**src/verilog/view_rsz_pkg.sv**
```systemverilog
// Purpose: constants for the view resizer window and rate registers
// Assumes: 16-bit register port, byte offsets as printed
// Notes:   control and mode registers are included at their printed offsets
package view_rsz_pkg;
   localparam int          AddrWidth      = 12;
   localparam int          DataWidth      = 16;
   localparam int          PosWidth       = 10;
   localparam int          RateWidth      = 6;
   localparam int          ModeWidth      = 2;
   localparam int          FactorWidth    = 6;

   localparam logic [11:0] CtrlOffset     = 12'h940;
   localparam logic [11:0] EndYOffset     = 12'h94a;
   localparam logic [11:0] RateOffset     = 12'h94c;
   localparam logic [11:0] ModeOffset     = 12'h94e;

   localparam int          CtrlEnableBit  = 0;
   localparam int          CtrlVsyncBit   = 1;
   localparam int          CtrlIndepBit   = 2;
   localparam int          EndYLsb        = 0;
   localparam int          HRateLsb       = 0;
   localparam int          VRateLsb       = 8;
   localparam int          ModeLsb        = 0;

   localparam logic [9:0]  EndYReset      = 10'h1df;
   localparam logic [5:0]  HRateReset     = 6'h01;
   localparam logic [5:0]  VRateReset     = 6'h01;
   localparam logic [5:0]  RateMin        = 6'h01;
   localparam logic [5:0]  RateMax        = 6'h20;

   typedef enum logic [1:0]
   {
      ModeNone      = 2'h0,
      ModeReduce    = 2'h1,
      ModeVRedHAvg  = 2'h2,
      ModeReserved  = 2'h3
   } scale_mode_t;

   typedef enum logic [1:0]
   {
      RateValid    = 2'h0,
      RateNotAppl  = 2'h1,
      RateResvd    = 2'h3
   } rate_class_t;
endpackage

```
**src/verilog/rate_decode.sv**
```systemverilog
// Purpose: classify a rate code against the scaling mode
// Assumes: code and mode are already the active (shadowed) values
// Notes:   horizontal averaging allows only power-of-two codes
module rate_decode
   import view_rsz_pkg::*;
#(
   parameter bit HORIZ = 1'b0
)
(
   input  wire logic [RateWidth-1:0]   code,
   input  wire logic [ModeWidth-1:0]   mode,
   output rate_class_t                 rateClass,
   output logic      [FactorWidth-1:0] factor
);
   logic inRange;
   logic pow2;
   logic avgOk;

   assign inRange = (code >= RateMin) && (code <= RateMax);
   assign pow2    = (code & (code - 6'h01)) == 6'h00;
   assign avgOk   = HORIZ ? pow2 : 1'b1;

   always_comb
   begin
      rateClass = RateResvd;
      unique case (scale_mode_t'(mode))
         ModeNone:     rateClass = inRange ? RateNotAppl : RateResvd;
         ModeReduce:   rateClass = inRange ? RateValid : RateResvd;
         ModeVRedHAvg: rateClass = (inRange && avgOk) ? RateValid : RateResvd;
         ModeReserved: rateClass = RateResvd;
      endcase
   end

   // factor N for a 1/N reduction, zero when not usable
   assign factor = (rateClass == RateValid) ? code : 6'h00;
endmodule

```
**src/verilog/view_resizer_window_and_rate_regs.sv**
```systemverilog
// Purpose: end-Y window and scaling-rate registers of the view resizer
// Assumes: register port synchronous to clk_sys, read data one cycle later
// Notes:   active copies follow the written ones at once or at camera vsync
// Operation
// - end-Y holds a 10-bit last vertical line in its low bits, kept in range by software.
// - bit 10 of end-Y is reserved, resets to zero and does nothing.
// - bits 13-8 of the rate register give the vertical rate only with independent scaling on.
// - with independent scaling off, bits 5-0 give both horizontal and vertical rate.
// - with independent scaling on, bits 5-0 give only the horizontal rate.
// - vertical codes 1 to 32 mean 1/N in modes 01 and 10, zero and above 32 are reserved.
// - mode 00 makes codes 1 to 32 not applicable and the others reserved, and mode 11 makes every code reserved.
// - control bit 2 chooses one shared rate or separate horizontal and vertical rates.
// - mode 00 is no scaling, 01 reduction both ways, 10 vertical reduction with horizontal average, 11 reserved.
// - enabling a mode with an unusable rate may turn the view resizer off.
// - with the vsync option set, new window and rate values wait for camera vsync.
module view_resizer_window_and_rate_regs
   import view_rsz_pkg::*;
(
   input  wire logic                   clk_sys,
   input  wire logic                   rst_n,
   input  wire logic [AddrWidth-1:0]   regAddr,
   input  wire logic [DataWidth-1:0]   regWrData,
   input  wire logic                   regWrite,
   input  wire logic                   regRead,
   output logic      [DataWidth-1:0]   regRdData,
   input  wire logic                   camVsync,
   output logic                        resizerEnable,
   output logic      [PosWidth-1:0]    endY,
   output logic      [FactorWidth-1:0] hFactor,
   output logic      [FactorWidth-1:0] vFactor,
   output logic      [ModeWidth-1:0]   scaleMode,
   output logic                        rateError,
   output logic                        resizerActive
);
   logic [2:0]           ctrl_q;
   logic [PosWidth-1:0]  endY_q;
   logic [RateWidth-1:0] hRate_q;
   logic [RateWidth-1:0] vRate_q;
   logic [ModeWidth-1:0] mode_q;
   logic [PosWidth-1:0]  actEndY_q;
   logic [RateWidth-1:0] actHRate_q;
   logic [RateWidth-1:0] actVRate_q;
   logic                 actIndep_q;
   logic [ModeWidth-1:0] actMode_q;
   logic                 vsync_q;
   logic [DataWidth-1:0] rdData_q;

   logic                 selCtrl;
   logic                 selEndY;
   logic                 selRate;
   logic                 selMode;
   logic                 vsyncRise;
   logic                 updateNow;
   logic [RateWidth-1:0] vCode;
   logic [DataWidth-1:0] rdData_d;
   rate_class_t          hClass;
   rate_class_t          vClass;
   logic [FactorWidth-1:0] hFac;
   logic [FactorWidth-1:0] vFac;

   assign selCtrl = regAddr == CtrlOffset;
   assign selEndY = regAddr == EndYOffset;
   assign selRate = regAddr == RateOffset;
   assign selMode = regAddr == ModeOffset;

   always_ff @(posedge clk_sys or negedge rst_n)
   begin
      if (!rst_n)
      begin
         ctrl_q  <= 3'h0;
         endY_q  <= EndYReset;
         hRate_q <= HRateReset;
         vRate_q <= VRateReset;
         mode_q  <= 2'h0;
      end
      else if (regWrite)
      begin
         if (selCtrl)
            ctrl_q <= regWrData[2:0];
         if (selEndY)
            endY_q <= regWrData[EndYLsb +: PosWidth];
         if (selRate)
         begin
            hRate_q <= regWrData[HRateLsb +: RateWidth];
            vRate_q <= regWrData[VRateLsb +: RateWidth];
         end
         if (selMode)
            mode_q <= regWrData[ModeLsb +: ModeWidth];
      end
   end

   // vsync sampled as a synchronous input; the edge marks the frame boundary
   assign vsyncRise = camVsync && !vsync_q;
   assign updateNow = !ctrl_q[CtrlVsyncBit] || vsyncRise;

   always_ff @(posedge clk_sys or negedge rst_n)
   begin
      if (!rst_n)
      begin
         vsync_q    <= 1'b0;
         actEndY_q  <= EndYReset;
         actHRate_q <= HRateReset;
         actVRate_q <= VRateReset;
         actIndep_q <= 1'b0;
         actMode_q  <= 2'h0;
      end
      else
      begin
         vsync_q <= camVsync;
         if (updateNow)
         begin
            actEndY_q  <= endY_q;
            actHRate_q <= hRate_q;
            actVRate_q <= vRate_q;
            actIndep_q <= ctrl_q[CtrlIndepBit];
            actMode_q  <= mode_q;
         end
      end
   end

   // shared code unless the directions are split
   assign vCode = actIndep_q ? actVRate_q : actHRate_q;

   rate_decode #(.HORIZ(1'b1)) uHDecode
   (
      .code      (actHRate_q),
      .mode      (actMode_q),
      .rateClass (hClass),
      .factor    (hFac)
   );

   rate_decode #(.HORIZ(1'b0)) uVDecode
   (
      .code      (vCode),
      .mode      (actMode_q),
      .rateClass (vClass),
      .factor    (vFac)
   );

   assign rdData_d = selCtrl ? {13'h0000, ctrl_q} :
                     selEndY ? {6'h00, endY_q} :
                     selRate ? {2'h0, vRate_q, 2'h0, hRate_q} :
                     selMode ? {14'h0000, mode_q} :
                     16'h0000;

   always_ff @(posedge clk_sys or negedge rst_n)
   begin
      if (!rst_n)
         rdData_q <= 16'h0000;
      else
         rdData_q <= regRead ? rdData_d : 16'h0000;
   end

   // an unusable rate in a scaling mode shuts the datapath off rather than scaling wrongly
   assign rateError     = (actMode_q != ModeNone) && ((hClass != RateValid) || (vClass != RateValid));
   assign regRdData     = rdData_q;
   assign resizerEnable = ctrl_q[CtrlEnableBit];
   assign resizerActive = ctrl_q[CtrlEnableBit] && !rateError;
   assign endY          = actEndY_q;
   assign hFactor       = hFac;
   assign vFactor       = vFac;
   assign scaleMode     = actMode_q;
endmodule

```
**config.mk**
```make
export PLATFORM = sky130hd
export DESIGN_NAME = view_resizer_window_and_rate_regs
export DESIGN_NICKNAME = d
export VERILOG_FILES = /design/src/verilog/view_rsz_pkg.sv /design/src/verilog/rate_decode.sv /design/src/verilog/view_resizer_window_and_rate_regs.sv
export SDC_FILE = /design/constraint.sdc
export NUM_CORES = 1
export LEC_CHECK = 0
export BUFFER_PORTS_ARGS = -buffer_cell sky130_fd_sc_hd__buf_2
export CORE_ASPECT_RATIO = 1.25
export CORE_MARGIN = 2
export CORE_UTILIZATION = 30
export CTS_CLUSTER_SIZE = 16
export DETAILED_ROUTE_END_ITERATION = 7
export GPL_TIMING_DRIVEN = 0
export SLEW_MARGIN = 0
export SYNTH_ARGS = -nofsm -noshare
export SYNTH_HDL_FRONTEND = slang
export SYNTH_SLANG_ARGS = --single-unit
export TNS_END_PERCENT = 50
```
**constraint.sdc**
```tcl
create_clock -name clk_sys -period 2.7 [get_ports clk_sys]
set_clock_uncertainty 0.2 [all_clocks]
set_input_delay 0.135 -clock clk_sys [delete_from_list [all_inputs] [get_ports clk_sys]]
set_output_delay 0.135 -clock clk_sys [all_outputs]
set_load 0.02 [all_outputs]
```
### Yosys cells after proc, flatten, opt, wreduce, memory -nomap -nowiden

Index checks and enable logic that the tools add are counted.

| storage, ports and cells | value |
|---|---|
| output and inout port bits | 43 |
| logic and storage cells | 63 |
| bits of input ports | 33 |
| flip-flop bits (word level) | 67 |

| cells by class | value |
|---|---|
| reduce and logical (&&, ||, !) cells | 23 |
| bitwise operators | 1 |
| muxes and demuxes | 15 |
| equality and inequality tests | 7 |
| $lt $le $gt $ge | 4 |
| add/subtract/negate cells | 1 |

Operators with widths:

| cell | count |
|---|---|
| $mux 14 | 4 |
| $eq 12x12->1 const B | 4 |
| $mux 6 | 3 |
| $ge 6x1->1 const B | 2 |
| $le 6x6->1 const B | 2 |
| $mux 2 | 6 |
| $pmux 2 s4 | 1 |
| $reduce_and 2->1 | 4 |
| $and 6x6->6 | 1 |
| $logic_and 1x1->1 | 6 |
| $logic_not 2->1 | 3 |
| $logic_not 6->1 | 1 |
| $pmux 2 s3 | 1 |
| $reduce_bool 2->1 | 3 |
| $sub 6x1->6 const B | 1 |
| $eq 2x2->1 const B | 2 |
| $logic_not 1->1 | 3 |
| $eq 2x1->1 const B | 1 |
| $logic_or 1x1->1 | 2 |
| $reduce_or 2->1 | 1 |

### Depth between registers and ports, before layout

Gate-level depths: netlist of run 1.

| logic depth | value |
|---|---|
| word-level depth | 11 |
| gate-level depth with buffers | 7 |
| depth with buffers taken out | 6 |

### By module

A second synthesis of run 1 with hierarchy kept.

| second synthesis, totals | value |
|---|---|
| cells, all modules | 261 |
| area total of the unflattened synthesis | 3337.0 um^2 |

Modules (own cells, without submodules):

| module | area each (um^2) | cells each | seq. area each (um^2) | instances |
|---|---|---|---|---|
| view_resizer_window_and_rate_regs | 2942.8 | 207 | 1701.6 | 1 |
| rate_decode at uHDecode | 217.7 | 28 | 0.0 | 1 |
| rate_decode at uVDecode | 176.4 | 26 | 0.0 | 1 |

### Least setup slack after synthesis of run 1

OpenSTA, ideal clock, no wires.

| timing path | value |
|---|---|
| kind | register -> output |
| start point | reg actHRate_q[1] |
| end point | out hFactor[0] |
| stages on the path, launching flop included | 7 |
| arrival time | 1912 ps |
| path buffers | 1 |
| setup slack | 453 ps |
| data required time | 2365 ps |
| path through | dfrtp_1 > buf_6 > or3_1 > or2_0 > a211o_1 > a311oi_2 > and2_1 |

| on the way | value |
|---|---|
| word-level cells in the longest chain between the ends | 8 |
| elaborated cells on any way between the ends | 13 |
| classes of those cells | add/sub (1); order compare (2); mux (5); bitwise (1); reduce/logical (4) |

Ends and longest elaborated chain:

| item | RTL line | source |
|---|---|---|
| start, declared | view_resizer_window_and_rate_regs.sv:41 | `logic [RateWidth-1:0] actHRate_q;` |
| start signal, assigned | view_resizer_window_and_rate_regs.sv:102 | `actHRate_q <= HRateReset;` |
| start signal, assigned | view_resizer_window_and_rate_regs.sv:113 | `actHRate_q <= hRate_q;` |
| $sub 6x1->6 | rate_decode.sv:20 | `assign pow2 = (code & (code - 6'h01)) == 6'h00;` |
| $and 6x6->6 | rate_decode.sv:20 |  |
| $logic_not 6->1 | rate_decode.sv:20 |  |
| $logic_and 1x1->1 | rate_decode.sv:29 | `ModeVRedHAvg: rateClass = (inRange && avgOk) ? RateValid : RateResvd;` |
| $mux 2 | rate_decode.sv:29 |  |
| $pmux 2 s4 * | rate_decode.sv:26 | `unique case (scale_mode_t'(mode))` |
| $logic_not 2->1 * | rate_decode.sv:35 | `assign factor = (rateClass == RateValid) ? code : 6'h00;` |
| $mux 6 * | rate_decode.sv:35 |  |
| end, declared | view_resizer_window_and_rate_regs.sv:29 | `output logic [FactorWidth-1:0] hFactor,` |

Mark *: on every way between the ends. The rest lies on a longest branch, timed or not.

### Worst setup path after layout of run 1

| timing path | value |
|---|---|
| start point | reg actHRate_q[1] |
| end point | out hFactor[5] |

The elaborated chain is that of the path after synthesis.

==> run_results.csv, run 1 <==
group,metric,value,unit
layout,final_net_count,379,
layout,regArea,1700,sq um
logic_synthesis,netlist.area_leader.share,38.5,%
sta,fmax,378,MHz
logic_synthesis,synth_edf_count,0,
logic_synthesis,synthesis.area,3060,sq um
logic_synthesis,netlist_instances,242,
placement,hpwlAfterDp,4960,microns
drt,ant_nets,0,
cts,cts_buffers,9,
sta,drv_slew,0,
placement,place_inst,441,
worst_hold_path,min_path_type,"in -> reg",
cts,htreeDepth,3,
drt,first_pass_iters,4,
floorplanning,initial_core_util,30.6,%
sta,min_period_over_period,97.9,%
worst_setup_path,crit_fanout,8,
placement,placed_area,3570,sq um
power,p_sw,453,uW
power,p_leak,0.00202,uW
drt,avgViaCountPerCell,4.70,
power,seqPwrFrac,46.1,%
global_routing,grt_max_degree,68,
power,intPower,1750,uW
logic_synthesis,yosysMostFrequentCell,"mux2_2",
floorplanning,die_w,94.3,microns
cts,clock-sinks,67,
placement,gp_congestion,0.846,
placement,place_ws,0.293,ns
cts,clk_pin_slew_worst_paths,0.05,ns
worst_setup_path,startpoint_type,"register",
power,power,2200,uW
status,status,"finished, final reports clean",
layout,drive_gt1_share,48.8,%
layout,n_fill_cell,979,
sta,period_needed,2.64,ns
global_routing,grt_usage,13.2,%
cts,cts_root_buf,"clkbuf_16",
sta,setup_viol,0,
worst_setup_path,cp.arrival,2.31,ns
worst_setup_path,cp.required,2.37,ns
logic_synthesis,ys_seq_area_share,55.6,%
power,p_per_area,536,nW/um^2
global_routing,grt_overflow,0,
sta,hold_viol_final,0,
floorplanning,die_area,11000,sq um
sta,maxSlewHeadroom,45.1,%
sta,setup_slack,0.0577,ns
placement,port-buffer-count,69,
sta,worst_pin_slew,0.824,ns
logic_synthesis,synth-main-ff-cell,"dfrtp_1",
layout,final_area,4110,sq um
sta,rsz0062_at_grt,"yes",
drt,drt_iter0_markers,111,
floorplanning,io_pins,76,
power,ir_drop,0.304,mV
cts,clock_latency,0.32,ns
logic_synthesis,async_reset_ff_share,100,%
floorplanning,num_rows,41,
logic_synthesis,synth_cell_type_count,43,
worst_setup_path,end_kind,"output port",
logic_synthesis,synth.cells.most_frequent,"mux2_2 (51), dfrtp_1 (47), dfstp_2 (20)",
drt,wirelength,6860,microns
drt,avgRoutedWirePerCell,14.4,microns
worst_setup_path,crit_type,"reg -> out",
layout,instances_no_fill,475,
global_routing,grt_pass1_vias,2193,
job,maxCapViolCount,0,
cts,cts_tree,"built",
power,p_clk_share,49.5,%
drt,vias,2232,
global_routing,grt_pass1_wl,11000,microns
logic_synthesis,syn-mean-instance-area,12.6,sq um
cts,clockBufferDepth,2,
logic_synthesis,ys_warn_count,0,
power,p_sw_share,20.5,%
logic_synthesis,synth-seq-cells,67,
layout,n_antenna_cell,0,
drt,drc,0,
layout,syn_to_final_growth,34.4,%
logic_synthesis,yosys.area.top_type,"dfrtp_1",
floorplanning,core,10000,sq um
logic_synthesis,ys_top_cells_by_area,"dfrtp_1 (38%), mux2_2 (19%), dfstp_2 (17%)",
layout,multiInputGateArea,1300,sq um
global_routing,antenna_found_initial,0,
sta,setup_tns,0,ns
power,pwr-share-comb,4.5,%
floorplanning,chipHeight,117,microns
-- power groups by stage --
stage | Clock (uW) | Combinational (uW) | Sequential (uW)
after global placement | 0 | 78.2 | 1030
final | 1090 | 98.3 | 1010
after global routing | 1150 | 110 | 1010
after detailed placement | 0 | 80.3 | 1030
after floorplan | 0 | 25.9 | 1030
after CTS | 1110 | 99.8 | 1010
-- final cells by class --
type | instances | share of cell area, %
Buffer | 10 | 1.37
Clock buffer | 14 | 6.67
Clock inverter | 2 | 0.244
Inverter | 3 | 0.274
Multi-Input combinational cell | 160 | 31.7
Sequential cell | 67 | 41.5
Tap cell | 129 | 3.93
Timing Repair Buffer | 90 | 14.3
-- through the flow --
| step | hold WS, ns | utilization, % |
|---|---|---|
| after floorplan | -0.361 | - |
| final | 0.0490 | 41.1 |
| after CTS | 0.0332 | 40.6 |
| after global placement | 0.0719 | 35.7 |
| after detailed placement | 0.0716 | 35.7 |
| after global routing | 0.0878 | 41.1 |
-- path summary, 6_finish.rpt --
check                              start            end  slack [ns]  depth (start not counted)
max                        actHRate_q[1]     hFactor[5]        0.06                          7
min                           regAddr[7]   regRdData[0]        0.05                          4
max reg2reg                      vsync_q  actHRate_q[2]        0.45                          3
min reg2reg                      endY[5]        endY[5]        0.31                          1
max in group asynchronous          rst_n  actHRate_q[2]        1.46                          2
min in group asynchronous          rst_n     hRate_q[5]        0.26                          2
-- critical path: stages (launching register included) --
cell      delay, ns
dfrtp_1        0.37
buf_6          0.13
or3_4          0.33
or2_0          0.21
a211o_1        0.29
a311oi_2       0.35
and2_1         0.20
buf_6          0.12
-- timing repair --
| item | CTS | global route |
|---|---|---|
| setup buffers | 2 | 1 |
| hold buffers | 18 | 0 |
| endpoints found under the setup margin | 6 | 14 |
| resized for setup | 6 | 13 |
| pin swaps | 7 | 2 |
| endpoints found under the hold margin | 82 | 0 |
-- sequential cells by signal, indices dropped and copies added (netlist names) --
name	cells
ctrl_q	3
hRate_q	6
vRate_q	6
actIndep_q	1
mode_q	2
scaleMode	2
vsync_q	1
regRdData	14
actVRate_q	6
endY_q	10
endY	10
actHRate_q	6
-- cell families (layout without fill, tap and decap cells) --
logic type,count (synthesis),count (layout),synth area share [%]
buf+inv,16,119,2.54
xor+xnor,1,1,0.286
other cells,1,2,0.123
mux,59,59,21.4
compound gates,24,24,5.65
flops,67,67,55.6
fa+ha+maj,5,5,2.05
simple gates,69,69,12.3
-- placed cells by master (no fill, tap or decap), types with 5 or more instances in the layout --
| master | count |
|---|---|
| mux2_2 | 51 |
| buf_2 | 62 |
| and3_1 | 6 |
| ha_1 | 5 |
| a22oi_1 | 7 |
| nor2_1 | 19 |
| and2_1 | 10 |
| clkbuf_1 | 7 |
| mux2i_1 | 8 |
| dlygate4sd3_1 | 18 |
| nand2_1 | 9 |
| buf_6 | 7 |
| clkbuf_16 | 9 |
| buf_4 | 6 |
| dfrtp_1 | 45 |
| dfstp_2 | 20 |
-- routing by layer --
| layer | part of all wire (%) | wire length, microns | GRT usage (%) |
|---|---|---|---|
| met1 | 44 | 3000 | 16.7 |
| met2 | 50 | 3440 | 21.2 |
| met3 | 4.1 | 282 | 2.75 |
| met4 | 2.0 | 135 | 7.05 |
| met5 | 0 | 0 | 0 |
Power figures use the tool's default switching activity.
==> inputs of run 2 (changes only) <==
ABC_AREA = 1   (was default)
==> run 2 against run 1 <==
Non-clock buffer count increased by 7. Worst hold slack lost 0.036 ns. Routed wire length increased by 12%. Clock-buffer cell count is 1 lower. Sequential cell count stayed put. Combinational power is 15% higher. Critical endpoint is now rateError. Area after synthesis grew 5.5%. Critical path type unchanged.
==> run_results.csv, run 2 <==
group,metric,value,unit
sta,hold_viol_final,0,
logic_synthesis,muxShareOfSynthArea,4.19,%
floorplanning,die_area,11600,sq um
worst_setup_path,crit_type,"reg -> out",
worst_setup_path,r2r_slack,1.04,ns
sta,worst_pin_slew,0.822,ns
drt,drt_iter0_markers,135,
logic_synthesis,yosys.area.top_type,"dfrtp_1",
worst_setup_path,crit_end,"rateError",
layout,syn_to_final_growth,31.5,%
power,p_leak,0.00214,uW
layout,multiInputGateArea,1260,sq um
sta,setup_tns,0,ns
cts,cts_root_buf,"clkbuf_16",
floorplanning,core,10500,sq um
logic_synthesis,synthesis.area,3230,sq um
logic_synthesis,netlist_instances,359,
placement,hpwlAfterDp,5530,microns
logic_synthesis,synth_edf_count,0,
cts,htreeDepth,3,
status,status,"finished, final reports clean",
layout,largest_reg_flops,14,
layout,drive_gt1_share,36.0,%
worst_setup_path,startpoint_type,"register",
floorplanning,num_rows,42,
layout,fin_util,40.4,%
layout,n_fill_cell,1091,
cts,cts_tree,"built",
layout,instances_no_fill,601,
layout,n_antenna_cell,0,
logic_synthesis,synth_top_family_by_area,"simple AND/OR/NAND/NOR gates",
placement,place_inst,562,
logic_synthesis,synth_xor_area_share,0,%
logic_synthesis,async_reset_ff_share,100,%
layout,regArea,1700,sq um
sta,drv_slew,0,
worst_hold_path,min_path_type,"in -> reg",
worst_setup_path,rr_endpoint,"actHRate_q[2]",
global_routing,grt_pass1_vias,2746,
logic_synthesis,synth-main-ff-cell,"dfrtp_1",
drt,wirelength,7670,microns
worst_setup_path,crit_buf_inv,2,
layout,mostFrequentLayoutCell,"nand2_1",
cts,cts-resized-gates,0,
worst_setup_path,cp_slowest_cell,"dfstp_2",
worst_setup_path,cp.required,2.37,ns
sta,period_needed,2.18,ns
worst_setup_path,cp.arrival,1.85,ns
logic_synthesis,ys_top_cells_by_area,"dfrtp_1 (36%), dfstp_2 (16%), nand2_1 (13%)",
floorplanning,io_pins,76,
logic_synthesis,synthSimpleGateAreaFrac,22.7,%
sta,rsz0062_at_grt,"no",
floorplanning,initial_core_util,30.7,%
placement,gp_congestion,0.836,
drt,ant_nets,0,
worst_setup_path,end_kind,"output port",
drt,avgRoutedWirePerCell,12.8,microns
cts,clockBufferDepth,2,
logic_synthesis,synth_fa_ha_area_share,1.94,%
logic_synthesis,syn-mean-instance-area,8.98,sq um
sta,hold_slack,0.0132,ns
sta,min_period_over_period,80.8,%
sta,fmax,458,MHz
drt,first_pass_iters,5,
power,ir_drop,0.391,mV
worst_setup_path,cp_cell_sequence,"inv_1 > o21ai_0 > nor2_1 > nand3_1 > nand2_1 > nor2_2 > nor2_4 > a21oi_1 > buf_2",
global_routing,grt_max_degree,68,
placement,placed_area,3750,sq um
layout,final_net_count,502,
worst_setup_path,r2r_cells,4,
cts,cts_buffers,9,
placement,port-buffer-count,70,
worst_setup_path,crit_start,"actHRate_q[0]",
layout,final_area,4240,sq um
logic_synthesis,yosysMostFrequentCell,"nand2_1",
layout,mostFrequentLayoutCells,"nand2_1 (108), buf_2 (73), dfrtp_1 (47)",
global_routing,grt_usage,13.9,%
cts,clock-sinks,67,
sta,setup_viol,0,
power,p_per_area,512,nW/um^2
worst_setup_path,cpLargestDelayFamily,"flip-flops",
drt,vias,2639,
floorplanning,die_w,96.7,microns
worst_setup_path,crit_fanout,4,
sta,maxSlewHeadroom,45.2,%
logic_synthesis,ys_warn_count,0,
logic_synthesis,synth_compound_area_share,10.1,%
logic_synthesis,ys_seq_area_share,52.8,%
worst_setup_path,r2r-start,"vsync_q",
worst_setup_path,cpPeakStageDelay,0.54,ns
global_routing,antenna_found_initial,0,
job,maxCapViolCount,0,
floorplanning,chipHeight,120,microns
drt,avgViaCountPerCell,4.39,
drt,drc,0,
global_routing,grt_overflow,0,
worst_setup_path,cp.depth,9,
logic_synthesis,netlist.area_leader.share,36.5,%
cts,clk_pin_slew_worst_paths,0.05,ns
global_routing,grt_pass1_wl,12900,microns
logic_synthesis,synth.cells.most_frequent,"nand2_1 (108), dfrtp_1 (47), inv_1 (33)",
logic_synthesis,synth-seq-cells,67,
logic_synthesis,synth_cell_type_count,29,
cts,clock_latency,0.33,ns
worst_hold_path,hp-start,"regAddr[0]",
[run 2: cell types whose count changed in the layout (fill, tap and decap cells not counted), moves of 6 or more]
cell,before,now
nand2_1,9,108
mux2_2,51,12
inv_1,3,33
o21ai_0,3,22
o21ai_2,0,16
nand3_1,2,14
buf_2,62,73
and2_1,10,0
nor2_1,19,29
mux2i_1,8,0
a22oi_1,7,0
and3_1,6,0
inv_2,0,6
[run 2: cell families (layout without fill, tap and decap cells)]
group,count (synthesis),in the layout
AOI/OAI and AO/OA,49,49
adders and majority gates,5,5
buffers and inverters,54,163
DFF,67,67
muxes,12,12
other,1,2
and+or+nand+nor,171,171
[run 2: layout make-up]
cell class                 count  share of cell area, %
buffer                        14                   2.68
clock buffer                  13                   5.90
clock inverter                 3                  0.354
inverter                      40                   3.57
multi-input combinational    239                   29.8
sequential                    67                   40.1
tap                          132                   3.89
timing repair buffer          93                   13.7
[run 2: tightest hold or removal path, stage by stage]
cell	delay (ns)
buf_2	0.11
nor3_1	0.07
nand3_1	0.07
a41oi_1	0.11
[run 2: per-layer routing]
metal / GRT usage (%) / vias to the layer above / share of wire (%)
met4: 6.25 / 0 / 2.5
li1: - / 1338 / -
met2: 24.1 / 61 / 51
met3: 3.90 / 13 / 4.8
met5: 0 / - / 0
met1: 16.1 / 1227 / 42
[run 2: what timing repair did]
action,4_1_cts,5_1_grt
setup buffers,0,0
hold endpoints to repair,78,0
hold buffers,23,0
[run 2: power by group]
| group | switching (uW) | leakage, uW | total [uW] | internal [uW] |
|---|---|---|---|---|
| logic | 67.2 | 0.00116 | 113 | 46.1 |
| registers | 2.98 | 0.000850 | 1020 | 1010 |
| clock network | 401 | 0.000133 | 1040 | 641 |
| total | 472 | 0.00214 | 2170 | 1700 |
[run 2: how the worst min path moves through the flow]
stage	depth (start not counted)	slack [ns]	endpoint
global route	4	0.03	regRdData[1]
floorplan	0	-0.36	actHRate_q[1]
finish	4	0.01	regRdData[1]
global placement	1	0.06	vsync_q
detailed placement	1	0.06	vsync_q
CTS	4	0.008	regRdData[1]
[run 2: through the flow]
step,setup WS (ns),power (uW)
after floorplan,0.883,1070
after global placement,0.854,1130
after detailed placement,0.841,1130
after CTS,0.476,2200
after global routing,0.349,2250
final,0.519,2170
==> inputs of run 3 (changes only) <==
clock period = 2.1 ns   (was 2.7 ns; I/O delays follow)
==> run 3 against run 2 <==
The run now ends with negative setup slack left. Combinational power is 32% higher. Critical path depth increased by 2. Routed wire length rose by 0.33%. Cell area is 3.4% higher. First-iteration DRC count fell by 3.0%. Register-to-register slack worse by 0.60 ns. Sequential power increased by 28%. Non-clock buffer count grew 3. Critical endpoint is now resizerActive. Highest routed layer unchanged.
==> run_results.csv, run 3 (same netlist as run 2, synthesis figures left out) <==
group,metric,value,unit
global_routing,grt_usage,13.9,%
drt,ant_nets,0,
placement,hpwlAfterDp,5530,microns
power,seqPwrFrac,46.7,%
floorplanning,num_rows,42,
global_routing,grt_pass1_vias,2746,
layout,n_fill_cell,1078,
drt,drt_iter0_markers,131,
placement,placed_area,3750,sq um
cts,cts_root_buf,"clkbuf_16",
drt,avgViaCountPerCell,4.41,
worst_setup_path,cpLargestDelayFamily,"simple AND/OR/NAND/NOR gates",
layout,mostFrequentLayoutCells,"nand2_1 (100), buf_2 (59), dfrtp_1 (45)",
worst_setup_path,end_kind,"output port",
cts,htreeDepth,3,
worst_setup_path,cp_cell_sequence,"buf_6 > nand2_2 > nand2_2 > nor2_1 > nand3_1 > nand2_1 > nor2_2 > nor2_4 > nand2_1 > a21oi_2 > buf_6",
global_routing,grt_overflow,0,
worst_setup_path,cp.required,1.79,ns
power,p_leak,0.00218,uW
power,ir_drop,0.504,mV
sta,maxSlewHeadroom,45.2,%
cts,clockBufferDepth,2,
sta,setup_viol,4,
power,p_sw,610,uW
placement,gp_congestion,0.836,
sta,min_period_over_period,102,%
sta,hold_viol_final,0,
worst_setup_path,cpPeakStageDelay,0.44,ns
layout,mostFrequentLayoutCell,"nand2_1",
cts,clock_latency,0.33,ns
worst_setup_path,cp_slowest_cell,"dfrtp_2",
power,p_per_area,637,nW/um^2
sta,drv_slew,0,
drt,vias,2664,
status,status,"finished with violations",
cts,clk_pin_slew_worst_paths,0.05,ns
sta,setup_slack,-0.0404,ns
floorplanning,die_area,11600,sq um
cts,cts_buffers,9,
worst_hold_path,min_path_type,"in -> reg",
drt,drc,0,
floorplanning,initial_core_util,30.7,%
power,pwr-share-comb,5.3,%
layout,syn_to_final_growth,36.0,%
placement,place_ws,0.271,ns
sta,hold_slack,0.0475,ns
power,p_clk_share,48.0,%
floorplanning,core,10500,sq um
sta,worst_pin_slew,0.823,ns
drt,wirelength,7700,microns
layout,drive_gt1_share,40.9,%
placement,port-buffer-count,70,
cts,cts_tree,"built",
worst_setup_path,crit_type,"reg -> out",
layout,final_area,4390,sq um
power,p_sw_share,21.8,%
floorplanning,die_w,96.7,microns
power,intPower,2190,uW
worst_setup_path,startpoint_type,"register",
layout,n_antenna_cell,0,
drt,avgRoutedWirePerCell,12.7,microns
sta,period_needed,2.14,ns
floorplanning,io_pins,76,
job,maxCapViolCount,0,
global_routing,grt_max_degree,68,
cts,clock-sinks,67,
floorplanning,chipHeight,120,microns
global_routing,antenna_found_initial,0,
worst_setup_path,cp.arrival,1.84,ns
sta,fmax,467,MHz
layout,largest_reg_flops,14,
layout,final_net_count,505,
power,power,2800,uW
status,violations,"negative setup slack",
global_routing,grt_pass1_wl,12900,microns
worst_setup_path,crit_fanout,5,
sta,setup_tns,-0.0605,ns
drt,first_pass_iters,4,
sta,rsz0062_at_grt,"yes",
worst_setup_path,crit_buf_inv,2,
-- run 3: cell types whose count changed in the layout (fill, tap and decap cells not counted), sizes merged --
cell / previous run / this run
buf: 83 / 85
dlygate4sd3: 23 / 24
-- run 3: metrics by stage --
stage	instances	utilization, %
floorplan	360	-
global route	604	41.8
finish	604	41.8
global placement	562	35.6
detailed placement	562	35.7
CTS	602	40.7
-- run 3: path summary, 6_finish.rpt --
check,startpoint,to,slack (ns),depth (start not counted)
max in group asynchronous,rst_n,actHRate_q[2],0.90,2
worst min-delay path,regAddr[3],ctrl_q[2],0.05,4
min in group asynchronous,rst_n,ctrl_q[1],0.22,2
worst max register to register,vsync_q,actHRate_q[2],0.44,4
worst max-delay path,actIndep_q,resizerActive,-0.04,11
worst min register to register,endY_q[7],endY_q[7],0.28,2
-- run 3: layout make-up --
cell class                 instances  area, sq um  share of cell area, %
clock buffer                      13          250                   5.70
inverter                          40          156                   3.56
timing repair buffer              96          666                   15.2
multi-input combinational        239         1320                   30.0
tap                              132          165                   3.76
clock inverter                     3         15.0                  0.342
buffer                            14          114                   2.59
sequential                        67         1700                   38.8
-- run 3: tightest hold or removal path, delay by kind of cell --
| kind | cells | cell delay (ns) |
|---|---|---|
| AO/OA/AOI/OAI | 1 | 0.10 |
| buffers and inverters | 1 | 0.10 |
| AND/OR/NAND/NOR | 2 | 0.23 |
-- run 3: power by group through the flow --
stage               sequential [uW]  combinational, uW  clock [uW]
floorplan                      1330               51.9           0
global placement               1330                122           0
detailed placement             1330                124           0
CTS                            1300                149        1370
global route                   1310                169        1430
finish                         1310                149        1340
-- run 3: routing by layer --
layer  wire [microns]  share of wire (%)  up-vias  GRT usage [%]
met5                0                  0        -              0
met4              197                2.6        0           6.25
met3              323                4.2       15           3.90
met2             3910                 51       51           24.1
met1             3260                 42     1254           16.1
li1                 -                  -     1344              -
-- run 3: what timing repair did --
item                       CTS  global route
cloned                       0             1
buffers inserted             0             1
pin swaps                    0             2
gates resized for setup      9            39
hold endpoints to repair    78             0
hold buffers                24             0
setup endpoints to repair    7            14
